File: src/hw/pm_cfg_pkg.sv
package pm_cfg_pkg;
  // configuration byte addresses, pm and general control dword-aligned
  localparam logic [7:0] PM_CS_OFS   = 8'h48;
  localparam logic [7:0] BSE_OFS     = 8'h4a;
  localparam logic [7:0] PDATA_OFS   = 8'h4b;
  localparam logic [7:0] GCTL_OFS    = 8'h4c;
  // power management control/status field positions
  localparam int WAKE_FLAG_BIT   = 15;
  localparam int WAKE_EN_BIT     = 8;
  localparam int PLEVEL_LSB      = 0;
  // general control field positions
  localparam int INTSEL_LSB      = 5;
  localparam int COLD_CTL_BIT    = 4;
  localparam int SDMMC_OFF_BIT   = 1;
  localparam int STICK_OFF_BIT   = 0;
  // reset values
  localparam logic [15:0] PM_CS_RST  = 16'h0000;
  localparam logic [7:0]  GCTL_RST   = 8'h00;
  localparam logic [7:0]  BSE_VAL    = 8'h00;
  localparam logic [7:0]  PDATA_VAL  = 8'h00;
  // auxiliary current codes
  localparam logic [2:0]  AUX_SELF   = 3'h0;
  localparam logic [2:0]  AUX_55MA   = 3'h1;
  // socket capability flag width
  localparam int CAP_W = 4;
  typedef enum logic [1:0] {
    LVL_D0     = 2'h0,
    LVL_D1     = 2'h1,
    LVL_D2     = 2'h2,
    LVL_D3_HOT = 2'h3
  } power_level_e;
endpackage : pm_cfg_pkg

File: src/hw/flash_media_pm_config.sv
`timescale 1ns/1ps
// Functional notes
// - d3hot-to-d0 internal reset leaves pm register alone
// - wake flag at bit 15, resets to zero
// - power report scale and selector read zero
// - wake enable bit 8 gates wake signalling
// - two-bit power level field, d0..d3hot
// - pm register bits 7..2 read zero
// - marked fields cleared only by global reset
// - bridge extension and power data read zero
// - interrupt choice field selects inta..intd
// - override terminals make interrupt choice ignored
// - cold wake control copies into capability flag
// - aux current 000b clear, 001b set
// - sdmmc off reports sd/mmc card unsupported
// - sdmmc off forces sd capability flags zero
// - stick off reports stick card unsupported
// - stick off forces stick capability flags zero
// - general control bits 7,3,2 read zero
module flash_media_pm_config
(
  input  wire logic                       sys_clk,                // configuration clock
  input  wire logic                       srst,                   // ordinary reset, active high
  input  wire logic                       global_reset_pin_n,     // global reset, active low
  input  wire logic [7:0]                 cfg_addr,               // byte address, low two bits ignored
  input  wire logic                       cfg_rd,                 // read strobe
  input  wire logic                       cfg_wr,                 // write strobe
  input  wire logic [3:0]                 cfg_be,                 // byte enables
  input  wire logic [31:0]                cfg_wdata,              // write data
  output logic [31:0]                     cfg_rdata,              // read data, one cycle after cfg_rd
  output logic                            cfg_ack,                // read/write done pulse
  input  wire logic                       wake_event,             // wake source, one-cycle pulse
  output logic                            wake_out_n,             // wake signalling, active low
  output logic [1:0]                      power_level_field,      // current power level
  output logic                            func_reset,             // d3hot-to-d0 internal reset pulse
  input  wire logic [3:0]                 interrupt_pin_override, // override terminals, one per line
  input  wire logic                       int_request,            // function interrupt request
  output logic [3:0]                      int_out_n,              // inta..intd, active low
  output logic [7:0]                      int_pin_code,           // interrupt pin register value
  output logic                            cold_wake_support_flag, // capability bit 15
  output logic [2:0]                      aux_current,            // capability bits 8..6
  input  wire logic                       card_present,           // a card sits in the socket
  input  wire logic                       card_is_sdmmc,          // inserted card is sd or mmc
  input  wire logic                       card_is_stick,          // inserted card is stick format
  output logic                            card_unsupported,       // report card as unsupported
  input  wire logic [pm_cfg_pkg::CAP_W-1:0] sd_caps_raw,          // sd flags before masking
  input  wire logic [pm_cfg_pkg::CAP_W-1:0] stick_caps_raw,       // stick flags before masking
  output logic [pm_cfg_pkg::CAP_W-1:0]    sd_capable_flags,       // socket enumeration sd flags
  output logic [pm_cfg_pkg::CAP_W-1:0]    stick_capable_flags     // socket enumeration stick flags
);
  import pm_cfg_pkg::*;

  logic                 glob_rst;        // global reset, active high
  logic                 wake_event_flag_q;  // sticky wake status
  logic                 wake_signal_enable_q; // wake enable
  power_level_e         plevel_q;        // power level field
  logic [1:0]           int_choice_q;    // interrupt line choice
  logic                 cold_ctl_q;      // cold wake capable control
  logic                 sdmmc_off_q;     // sd/mmc support off
  logic                 stick_off_q;     // stick support off
  logic [31:0]          rdata_q;         // registered read data
  logic                 ack_q;           // access completion
  logic                 func_reset_q;    // internal reset pulse
  logic [1:0]           int_sel;         // effective interrupt line
  logic                 pm_wr;           // write to pm dword
  logic                 gc_wr;           // write to general control dword

  assign glob_rst = ~global_reset_pin_n;

  // dword decode, shared by read and write paths
  function automatic logic hit(input logic [7:0] a, input logic [7:0] ofs);
    hit = (a[7:2] == ofs[7:2]);
  endfunction : hit

  assign pm_wr = cfg_wr && hit(cfg_addr, PM_CS_OFS);
  assign gc_wr = cfg_wr && hit(cfg_addr, GCTL_OFS);

  // wake status: set wins over a simultaneous write-one clear
  always_ff @(posedge sys_clk) begin
    if (glob_rst) begin
      wake_event_flag_q <= PM_CS_RST[WAKE_FLAG_BIT];
    end else if (wake_event) begin
      wake_event_flag_q <= 1'b1;
    end else if (pm_wr && cfg_be[1] && cfg_wdata[WAKE_FLAG_BIT]) begin
      wake_event_flag_q <= 1'b0;
    end
  end

  // pm control fields; srst and the internal reset do not touch them
  always_ff @(posedge sys_clk) begin
    if (glob_rst) begin
      wake_signal_enable_q <= PM_CS_RST[WAKE_EN_BIT];
      plevel_q             <= LVL_D0;
    end else if (pm_wr) begin
      if (cfg_be[1]) begin
        wake_signal_enable_q <= cfg_wdata[WAKE_EN_BIT];
      end
      if (cfg_be[0]) begin
        plevel_q <= power_level_e'(cfg_wdata[PLEVEL_LSB +: 2]);
      end
    end
  end

  // general control fields
  always_ff @(posedge sys_clk) begin
    if (glob_rst) begin
      int_choice_q <= GCTL_RST[INTSEL_LSB +: 2];
      cold_ctl_q   <= GCTL_RST[COLD_CTL_BIT];
      sdmmc_off_q  <= GCTL_RST[SDMMC_OFF_BIT];
      stick_off_q  <= GCTL_RST[STICK_OFF_BIT];
    end else if (gc_wr && cfg_be[0]) begin
      int_choice_q <= cfg_wdata[INTSEL_LSB +: 2];
      cold_ctl_q   <= cfg_wdata[COLD_CTL_BIT];
      sdmmc_off_q  <= cfg_wdata[SDMMC_OFF_BIT];
      stick_off_q  <= cfg_wdata[STICK_OFF_BIT];
    end
  end

  // internal reset pulse on leaving d3hot for d0; it resets the function
  // core outside this block, the pm register deliberately ignores it
  always_ff @(posedge sys_clk) begin
    if (srst || glob_rst) begin
      func_reset_q <= 1'b0;
    end else begin
      func_reset_q <= pm_wr && cfg_be[0] && (plevel_q == LVL_D3_HOT)
                      && (cfg_wdata[PLEVEL_LSB +: 2] == LVL_D0);
    end
  end

  // read image of each dword; unmapped dwords read zero
  function automatic logic [31:0] rd_word(input logic [7:0] a);
    logic [31:0] w;
    w = 32'h0000_0000;
    if (hit(a, PM_CS_OFS)) begin
      w[WAKE_FLAG_BIT]        = wake_event_flag_q;
      w[WAKE_EN_BIT]          = wake_signal_enable_q;
      w[PLEVEL_LSB +: 2]      = plevel_q;
      w[23:16]                = BSE_VAL;
      w[31:24]                = PDATA_VAL;
    end else if (hit(a, GCTL_OFS)) begin
      w[INTSEL_LSB +: 2]      = int_choice_q;
      w[COLD_CTL_BIT]         = cold_ctl_q;
      w[SDMMC_OFF_BIT]        = sdmmc_off_q;
      w[STICK_OFF_BIT]        = stick_off_q;
    end
    // scale/select bits 14..9, bits 7..2 and general bits 7,3,2 stay zero
    rd_word = w;
  endfunction : rd_word

  // read data registered so it is stable for the host
  always_ff @(posedge sys_clk) begin
    if (srst || glob_rst) begin
      rdata_q <= 32'h0000_0000;
    end else if (cfg_rd) begin
      rdata_q <= rd_word(cfg_addr);
    end
  end

  // completion pulse one cycle after any access
  always_ff @(posedge sys_clk) begin
    if (srst || glob_rst) begin
      ack_q <= 1'b0;
    end else begin
      ack_q <= cfg_rd || cfg_wr;
    end
  end

  // effective interrupt line: override terminals win, lowest first
  always_comb begin
    if (interrupt_pin_override[0]) begin
      int_sel = 2'h0;
    end else if (interrupt_pin_override[1]) begin
      int_sel = 2'h1;
    end else if (interrupt_pin_override[2]) begin
      int_sel = 2'h2;
    end else if (interrupt_pin_override[3]) begin
      int_sel = 2'h3;
    end else begin
      int_sel = int_choice_q;
    end
  end

  assign cfg_rdata              = rdata_q;
  assign cfg_ack                = ack_q;
  assign func_reset             = func_reset_q;
  assign power_level_field      = plevel_q;
  // flag stays set when disabled; only the pin is held off
  assign wake_out_n             = ~(wake_event_flag_q && wake_signal_enable_q);
  assign int_pin_code           = {6'h00, int_sel} + 8'h01;
  assign int_out_n              = ~({3'h0, int_request} << int_sel);
  assign cold_wake_support_flag = cold_ctl_q;
  assign aux_current            = cold_ctl_q ? AUX_55MA : AUX_SELF;
  assign card_unsupported       = card_present && ((card_is_sdmmc && sdmmc_off_q)
                                  || (card_is_stick && stick_off_q));
  assign sd_capable_flags       = sdmmc_off_q ? '0 : sd_caps_raw;
  assign stick_capable_flags    = stick_off_q ? '0 : stick_caps_raw;
endmodule : flash_media_pm_config

File: config.mk
export PLATFORM = sky130hd
export DESIGN_NAME = flash_media_pm_config
export DESIGN_NICKNAME = d
export VERILOG_FILES = /design/src/hw/pm_cfg_pkg.sv /design/src/hw/flash_media_pm_config.sv
export SDC_FILE = /design/constraint.sdc
export NUM_CORES = 1
export LEC_CHECK = 0
export BUFFER_PORTS_ARGS = -buffer_cell sky130_fd_sc_hd__buf_2
export CAP_MARGIN = 40
export CORE_UTILIZATION = 39
export CTS_BUF_LIST = sky130_fd_sc_hd__clkbuf_4
export DETAILED_ROUTE_END_ITERATION = 10
export GPL_ROUTABILITY_DRIVEN = 0
export PLACE_DENSITY = 0.89
export SLEW_MARGIN = 20
export SYNTH_ARGS = -nofsm -noshare
export SYNTH_HDL_FRONTEND = slang
export SYNTH_SLANG_ARGS = --single-unit
File: constraint.sdc
create_clock -name sys_clk -period 2.15 [get_ports sys_clk]
set_clock_uncertainty 0.1 [all_clocks]
set_input_delay 0.215 -clock sys_clk [delete_from_list [all_inputs] [get_ports sys_clk]]
set_output_delay 0.215 -clock sys_clk [all_outputs]
set_load 0.005 [all_outputs]
Word-level counts from Yosys, hierarchy flattened
Cells that the tools add are included.

word-level totals
  register bits after elaboration = 34
  bits in latches = 0
  RAM bits = 0
  ROM bits = 0
  input port bits = 66
  output and inout bits = 62
  logic and storage cells = 52
  memories = 0

operators by class
  add/sub/neg operators = 1
  multipliers = 0
  div/mod/pow operators = 0
  magnitude comparators = 0
  eq/ne operators = 3
  shift operators = 1
  mux-type cells = 15
  bitwise operators = 3
  reduce and logical (&&, ||, !) cells = 19

operators by type and width
  operator                                        number
  == test 6 x 5 -> 1 bit (second input constant)  2
  logical AND 1 bit                               12
  two-way mux 2 bit                               6
  two-way mux 4 bit                               2
  two-way mux 3 bit                               2
  two-way mux 1 bit                               5
  NOT 4 bit                                       1
  AND reduction 2 bit                             2
  << shifter 1 x 2 -> 4 bit                       1
  adder 2 x 1 -> 3 bit (second input constant)    1
  logical OR 1 bit                                3
  == test 2 bit (second input constant)           1
  zero test 2 bit                                 1
  NOT 1 bit                                       2
  nonzero test 2 bit                              1

Longest topological paths before layout
Gate-level depths: netlist (run 1).

  depth after elaboration = 6
  mapped depth = 5
  mapped depth without buffers = 4

Worst setup path after synthesis (run 1)
OpenSTA, ideal clock, no wires.

  path kind = flip-flop to output port
  start = register int_choice_q[0]
  end = output port int_out_n[0]
  arrival time = 920 ps
  data required time = 1835 ps
  slack = 915 ps
  cell stages (with the launch flop) = 5
  buffers on the path = 0
  cells stage by stage = dfxtp_1 > o21ba_2 > o21ba_2 > inv_1 > nand3_1

on the way
  cells in the longest elaborated chain, start to end = 6

RTL lines
  what                       RTL line                      source
  start: declaration         flash_media_pm_config.sv:57   logic [1:0] int_choice_q;
  start signal: assignment   flash_media_pm_config.sv:107  int_choice_q <= GCTL_RST[INTSEL_LSB +: 2];
  start signal: assignment   flash_media_pm_config.sv:112  int_choice_q <= cfg_wdata[INTSEL_LSB +: 2];
  two-way mux 2 bit          flash_media_pm_config.sv:176  end else if (interrupt_pin_override[3]) begin
  two-way mux 2 bit          flash_media_pm_config.sv:174  end else if (interrupt_pin_override[2]) begin
  two-way mux 2 bit          flash_media_pm_config.sv:172  end else if (interrupt_pin_override[1]) begin
  two-way mux 2 bit          flash_media_pm_config.sv:170  if (interrupt_pin_override[0]) begin
  << shifter 1 x 2 -> 4 bit  flash_media_pm_config.sv:190  assign int_out_n = ~({3'h0, int_request} << int_sel);
  NOT 4 bit                  flash_media_pm_config.sv:190
  end: declaration           flash_media_pm_config.sv:38   output logic [3:0] int_out_n,

No other way between the ends.

Worst setup path after layout (run 1)
  start = register int_choice_q[0]
  end = output port int_out_n[2]

Same word-level chain as after synthesis.

==> results of run 1 <==
-- Yosys cell counts, drive strengths merged (2+ instances only) --
cell / count
buf: 36
dfxtp: 18
nand2: 17
mux2i: 10
nor2b: 10
nand3: 8
nor2: 6
nand2b: 5
nand3b: 4
a21oi: 3
nand4: 3
o21ai: 3
and4: 2
clkbuf: 2
inv: 2
nor3: 2
nor4b: 2
o21ba: 2
o31ai: 2
-- critical path, stage by stage (launching register included) --
cell     delay, ns
dfxtp_1       0.37
o21ba_2       0.22
o21ba_2       0.21
inv_1         0.11
nand3_1       0.08
buf_2         0.14
-- metrics by stage --
step           util, %  cell area [um^2]  cells  hold slack (ns)  total power, mW
2_1_floorplan        -              1328    177           0.1846           0.4434
4_1_cts          51.40              1466    241          0.01717           0.6245
3_3_place_gp     50.26              1434    237           0.3082           0.4574
5_1_grt          51.40              1466    241         0.002182           0.6573
3_5_place_dp     50.26              1434    237           0.3150           0.4601
6_report         51.40              1466    241          0.01888           0.6228
-- final timing paths --
kind | startpoint | to | slack, ns | cells past startpoint
setup reg to reg | power_level_field[0]$_SDFFE_PN0P_ | func_reset$_SDFF_PP0_ | 1.17 | 2
hold reg to reg | cfg_rdata[4]$_SDFFE_PP0P_ | cfg_rdata[4]$_SDFFE_PP0P_ | 0.37 | 2
hold / removal | cfg_wdata[1] | func_reset$_SDFF_PP0_ | 0.02 | 2
setup / recovery | int_choice_q[0]$_SDFFE_PN0P_ | int_out_n[2] | 0.42 | 5
-- cell usage in the layout (no fill, tap or decap), types with 4 or more instances in the layout --
cell type  count
nand2_1       17
nand2b_1       5
dfxtp_1       18
nand3b_1       4
nor2b_1       10
nand3_1        8
conb_1        32
nor2_1         6
mux2i_1       10
buf_2         66
-- metal layers --
layer | share of wire [%] | vias to the layer above | global-route usage [%]
li1 | - | 556 | -
met1 | 41 | 497 | 17.75
met2 | 50 | 47 | 26.25
met3 | 6.6 | 7 | 3.795
met4 | 2.2 | 0 | 8.163
met5 | 0 | - | 0
-- layout make-up --
type	count	area [um^2]	share of cell area (%)
multi-input combinational	119	689.4	47.01
sequential	18	360.3	24.57
timing repair buffer	68	347.8	23.72
tap	31	38.79	2.645
clock buffer	3	22.52	1.536
inverter	2	7.507	0.5119
-- cells by family (layout without fill, tap and decap cells) --
| family | after synthesis | count (layout) | synth area share (%) |
|---|---|---|---|
| muxes | 10 | 10 | 8.265 |
| and+or+nand+nor | 63 | 63 | 30.89 |
| DFF | 18 | 18 | 29.75 |
| xor gates and xnor gates | 1 | 1 | 0.7233 |
| AOI/OAI and AO/OA | 13 | 13 | 7.128 |
| other | 1 | 32 | 0.3096 |
| buffers and inverters | 40 | 73 | 22.93 |
-- sequential cells by signal (all words and copies together), names as in the netlist --
name                    count
wake_event_flag_q           1
sdmmc_off_q                 1
wake_signal_enable_q        1
cfg_ack                     1
cold_wake_support_flag      1
power_level_field           2
stick_off_q                 1
int_choice_q                2
func_reset                  1
cfg_rdata                   7
-- power groups by stage --
| stage | Sequential, mW | Clock [mW] | Combinational [mW] |
|---|---|---|---|
| 6_report | 0.338 | 0.168 | 0.117 |
| 3_5_place_dp | 0.345 | 0 | 0.115 |
| 3_3_place_gp | 0.345 | 0 | 0.112 |
| 4_1_cts | 0.338 | 0.170 | 0.117 |
| 2_1_floorplan | 0.345 | 0 | 0.0984 |
| 5_1_grt | 0.338 | 0.187 | 0.132 |
-- repair_timing --
item	CTS	global route
endpoints found under the hold margin	1	0
hold buffers	1	0
gates resized for setup	0	0
==> results by group, run 1 <==
Place
  – Setup Slack @ Placement: 0.7311 ns
  – Count of port buffers added during placement: 66
  – Detailed placer's ending HPWL: 2.179 mm

Synth
  – Portion of the post-synthesis area used by sequential elements: 29.75%
  – Largest area contributor in the synthesized netlist: dfxtp_1
  – Synthesized flop and latch total: 18
  – Number of library cell types mapped by synthesis: 31
  – Fraction of synthesized cell area taken by the top area cell type: 29.75%
  – Avg Synthesized Cell Area: 8.296 um^2
  – Dominant synthesized flop cell: dfxtp_1
  – Number of synthesized flops with an enable pin: 0
  – Synthesized instance count: 146
  – Cells taking the most area after synthesis: dfxtp_1, buf_4, mux2i_1
  – Total standard cell area after synthesis: 0.001211 mm^2
  – Share of flip-flops with an asynchronous set or reset after synthesis: 0%
  – Synth Warn #: 0

Die
  – Die footprint: 0.003332 mm^2
  – I/O Pins: 128
  – Die height: 57.73 um
  – Horizontal die dimension: 57.73 um
  – Placement row count: 19
  – Placeable core region: 0.002853 mm^2
  – Starting utilization of the core area: 42.46%

STA
  – Final worst path period share: 80.51%
  – Final hold viol count: 0
  – Highest achievable clock rate: 577.7 MHz
  – Fin crit period: 1.731 ns
  – Final setup vio count: 0
  – Worst Slack Setup Final: 0.4191 ns
  – Transition time of the tightest slew-check pin: 0.5369 ns
  – Remaining max-slew budget at the tightest pin: 64.13%
  – Setup total negative slack: 0 ns
  – Unrepaired setup endpoints after global routing: false
  – Final max-slew violation count: 0

Global routing
  – Maximum number of pins on one net before global-route repair: 17
  – Number of antenna violations at the first check in global routing: 0
  – Vias in the first global route: 950
  – Global-route total usage across every layer: 15.37%
  – Wire length of the first global-routing pass: 3.946 mm
  – Global route overflow: 0

Drt
  – Wire length per cell after detailed routing: 11.12 um
  – Detailed-router iteration count before antenna repair: 9
  – Number of violations reported at the end of detailed-routing iteration 0: 39
  – Number of vias per cell: 4.593
  – Via count: 1107
  – DRC viols: 4
  – Sum of routed wire length over all layers: 2.681 mm
  – Post-route antenna net violation count: 0

Clock network
  – CTS HTree Levels: 1
  – TritonCTS clock tree: built
  – Number of clock buffers inserted by TritonCTS: 3
  – Post-CTS repair timing setup buffer count: 0
  – Longest Clk Path Bufs: 2
  – CTS Root Cell: clkbuf_4
  – Clk slew on worst S/H paths: 0.10 ns
  – Clock latency on the worst-skew pair: 0.29 ns
  – Clock sinks: 18

Min path
  – Min-delay worst type: input pin to flop

Power and ir drop
  – Internal cell power: 456.2 uW
  – Portion of total power attributed to sequential cells: 54.2%
  – NetSw: 166.5 uW
  – Part of the total power dissipated in the clock network: 26.9%
  – Power Density: 424.7 mW/mm^2
  – Peak supply drop: 0.0002249 V
  – Relative contribution of combinational cells to total power: 18.9%
  – Static Leak: 0.7444 nW
  – Switching share of power: 26.74%

Run status
  – Failing checks: design-rule violations
  – Outcome: finished with violations

Flow run
  – Max-cap violation count: 0

Finish
  – Layout Nets: 278
  – Fraction of final layout cells sized beyond drive strength 1: 36.67%
  – Filler cell count in the final layout: 299
  – Antenna diodes: 0
  – Area Overhead vs Synth: 21.07%

Critical path
  – Worst Setup End Kind: primary output
  – CP arrival: 1.42 ns
  – Data required time of the critical path: 1.84 ns
  – Startpoint type of the worst setup path: flop
  – Type of the worst setup path: flop to primary output
  – Maximum net fanout on the critical path: 4
No activity file was read; power rests on OpenSTA's default activity.
==> run 2: changes to the inputs <==
- CORE_UTILIZATION: 39 -> 36
- PLACE_DENSITY: 0.89 -> 0.83
- clock period: 2.15 -> 1.8 ns (I/O delays scaled with it)
==> run 2 against run 1 <==
Net effect: the run now ends clean; register-to-register slack lost 0.88 ns; sequential share of layout area shrank 0.77 points; final cell count grew 7.1%; critical path type unchanged; sequential cell count is the same; non-clock buffer count grew 3; via count shrank 1.5%; routed wire length grew 0.37%; critical path depth is the same; clock power grew 21%; global-route usage shrank 0.51 points; setup slack lost 0.28 ns; critical endpoint unchanged.
==> results by group, run 2 (synthesis results as in run 1) <==
Critical path
  – Type of the worst setup path: flop to primary output (unchanged)
  – Reg2Reg Launch Point: power_level_field[0]$_SDFFE_PN0P_ (unchanged)
  – Max incr delay on CP: 0.36 ns (was 0.37 ns)
  – Maximum net fanout on the critical path: 4 (unchanged)
  – CP arrival: 1.38 ns (was 1.42 ns)
  – Register-to-register setup slack: 0.29 ns (was 1.17 ns)
  – Series of cell instances along the critical path: o21ba_2, o21ba_2, inv_1, nand3_1, buf_2 (unchanged)
  – Worst Setup End Kind: primary output (unchanged)
  – Reg2reg path depth: 3 (was 2)
  – Cell type of the slowest stage on the worst timing path: dfxtp_1 (unchanged)
  – RR Endpoint: func_reset$_SDFF_PP0_ (unchanged)
  – Data required time of the critical path: 1.52 ns (was 1.84 ns)
  – Startpoint type of the worst setup path: flop (unchanged)
  – Most used cell along the critical path: o21ba_2 (unchanged)

Clock network
  – CTS HTree Levels: 1 (unchanged)
  – Longest Clk Path Bufs: 2 (unchanged)
  – Clk slew on worst S/H paths: 0.10 ns (about the same)
  – CTS Root Cell: clkbuf_4 (unchanged)
  – Clock latency on the worst-skew pair: 0.29 ns (about the same)
  – Post-cts sizing count: 0 (unchanged)
  – TritonCTS clock tree: built (unchanged)
  – Number of clock buffers inserted by TritonCTS: 3 (unchanged)
  – Clock sinks: 18 (unchanged)

STA
  – Setup total negative slack: 0 ns (unchanged)
  – Worst hold slack: 0.01585 ns (was 0.01888 ns)
  – Final setup vio count: 0 (unchanged)
  – Final max-slew violation count: 0 (unchanged)
  – Highest achievable clock rate: 601.2 MHz
  – Unrepaired setup endpoints after global routing: false (unchanged)
  – Final hold viol count: 0 (unchanged)
  – Worst Slack Setup Final: 0.1368 ns (was 0.4191 ns)
  – Fin crit period: 1.663 ns
  – Final worst path period share: 92.40%

Drt
  – DRC viols: 0 (was 4)
  – Post-route antenna net violation count: 0 (unchanged)
  – Sum of routed wire length over all layers: 2.691 mm (was 2.681 mm)
  – Number of violations reported at the end of detailed-routing iteration 0: 24 (was 39)
  – Detailed-router iteration count before antenna repair: 4 (was 9)
  – Number of vias per cell: 4.225 (was 4.593)
  – Wire length per cell after detailed routing: 10.43 um (was 11.12 um)
  – Via count: 1090 (was 1107)

Place
  – Count of port buffers added during placement: 66 (unchanged)
  – Detailed placer's ending HPWL: 2.182 mm (was 2.179 mm)
  – Instance area at placement: 0.001458 mm^2 (was 0.001434 mm^2)
  – Setup Slack @ Placement: 0.4393 ns (was 0.7311 ns)

Global routing
  – Vias in the first global route: 897 (was 950)
  – Maximum number of pins on one net before global-route repair: 17 (unchanged)
  – Global-route total usage across every layer: 14.85% (was 15.37%)
  – Global route overflow: 0 (unchanged)
  – Number of antenna violations at the first check in global routing: 0 (unchanged)
  – Wire length of the first global-routing pass: 3.995 mm (was 3.946 mm)

Finish
  – Max reg flops: 7 (unchanged)
  – Post-layout instance area: 0.001514 mm^2 (was 0.001466 mm^2)
  – Filler cell count in the final layout: 323 (was 299)
  – Most frequent standard cell in the layout excluding fill and tap cells: buf_2 (unchanged)
  – Top library cells by usage in the layout, fill and taps aside: buf_2, conb_1, dfxtp_1 (unchanged)
  – Antenna diodes: 0 (unchanged)
  – Layout Nets: 281 (was 278)
  – Area Overhead vs Synth: 25.00% (was 21.07%)
  – Fraction of final layout cells sized beyond drive strength 1: 36.45% (was 36.67%)

Die
  – Horizontal die dimension: 60 um (was 57.73 um)
  – I/O Pins: 128 (unchanged)
  – Die height: 60 um (was 57.73 um)
  – Placement row count: 20 (was 19)
  – Starting utilization of the core area: 38.72% (was 42.46%)
  – Die footprint: 0.003600 mm^2 (was 0.003332 mm^2)
  – Placeable core region: 0.003128 mm^2 (was 0.002853 mm^2)

Min path
  – Number of cells on the worst hold path: 3 (was 2)
  – Min-Delay Startpoint: cfg_wdata[6] (was cfg_wdata[1])
  – Min-delay worst type: input pin to flop (unchanged)
  – Endpoint of the worst hold-timing path: int_choice_q[1]$_SDFFE_PN0P_ (was func_reset$_SDFF_PP0_)

Power and ir drop
  – Peak supply drop: 0.0002101 V (was 0.0002249 V)
  – Static Leak: 0.7623 nW (was 0.7444 nW)
  – Power Density: 495.9 mW/mm^2 (was 424.7 mW/mm^2)
  – Design Power: 750.8 uW (was 622.8 uW)

Flow run
  – Max-cap violation count: 0 (unchanged)

Run status
  – Outcome: finished clean (was finished with violations)
## run 2: cell types whose count changed in the layout (fill, tap and decap cells not counted)
cell           delta
buf_4             +1
dlygate4sd3_1     +2
clkinv_1          +1
## run 2: worst max path at each step
| stage | slack (ns) | to | start |
|---|---|---|---|
| after CTS | 0.14 | int_out_n[2] | int_choice_q[0]$_SDFFE_PN0P_ |
| after global placement | 0.45 | func_reset$_SDFF_PP0_ | cfg_addr[2] |
| after global routing | 0.05 | int_out_n[1] | int_choice_q[1]$_SDFFE_PN0P_ |
| final | 0.14 | int_out_n[2] | int_choice_q[0]$_SDFFE_PN0P_ |
| after detailed placement | 0.44 | power_level_field[1]$_SDFFE_PN0P_ | cfg_addr[2] |
| after floorplan | 0.60 | int_out_n[0] | int_choice_q[0]$_SDFFE_PN0P_ |
## run 2: what timing repair did
item                                   in CTS  in global routing
endpoints found under the hold margin       2                  0
setup endpoints to repair                   0                  0
hold buffers                                3                  0
setup buffers                               0                  0
## run 2: layout make-up
cell class	count	area, um^2	area share (%)
clock buffer	3	22.52	1.488
clock inverter	1	3.754	0.2479
sequential	18	360.3	23.80
timing repair buffer	71	375.4	24.79
inverter	2	7.507	0.4959
multi-input combinational	119	689.4	45.54
tap	44	55.05	3.636
## run 2: power by group
| part | internal (mW) | total (mW) | switching [mW] |
|---|---|---|---|
| combinational | 0.0686 | 0.143 | 0.0741 |
| sequential | 0.401 | 0.404 | 0.00266 |
| clock | 0.0806 | 0.204 | 0.123 |
| total | 0.550 | 0.751 | 0.200 |
## run 2: worst max-delay path: cells and delay by family (launching register included)
kind / cells / cell delay [ns]
flops: 1 / 0.36
buf+inv: 2 / 0.23
compound gates: 2 / 0.43
simple gates: 1 / 0.08
## run 2: layer usage
metal	track usage, %	vias to the layer above	wire [um]
li1	-	568	-
met1	19.50	473	1164
met2	22.06	45	1295
met3	4.329	4	183
met4	7.309	0	48
met5	0	-	0
## run 2: per-stage QoR
| stage | utilization, % | cells |
|---|---|---|
| 2_1_floorplan | - | 177 |
| 3_5_place_dp | 46.60 | 251 |
| 6_report | 48.40 | 258 |
| 4_1_cts | 48.40 | 258 |
| 3_3_place_gp | 46.60 | 251 |
| 5_1_grt | 48.40 | 258 |
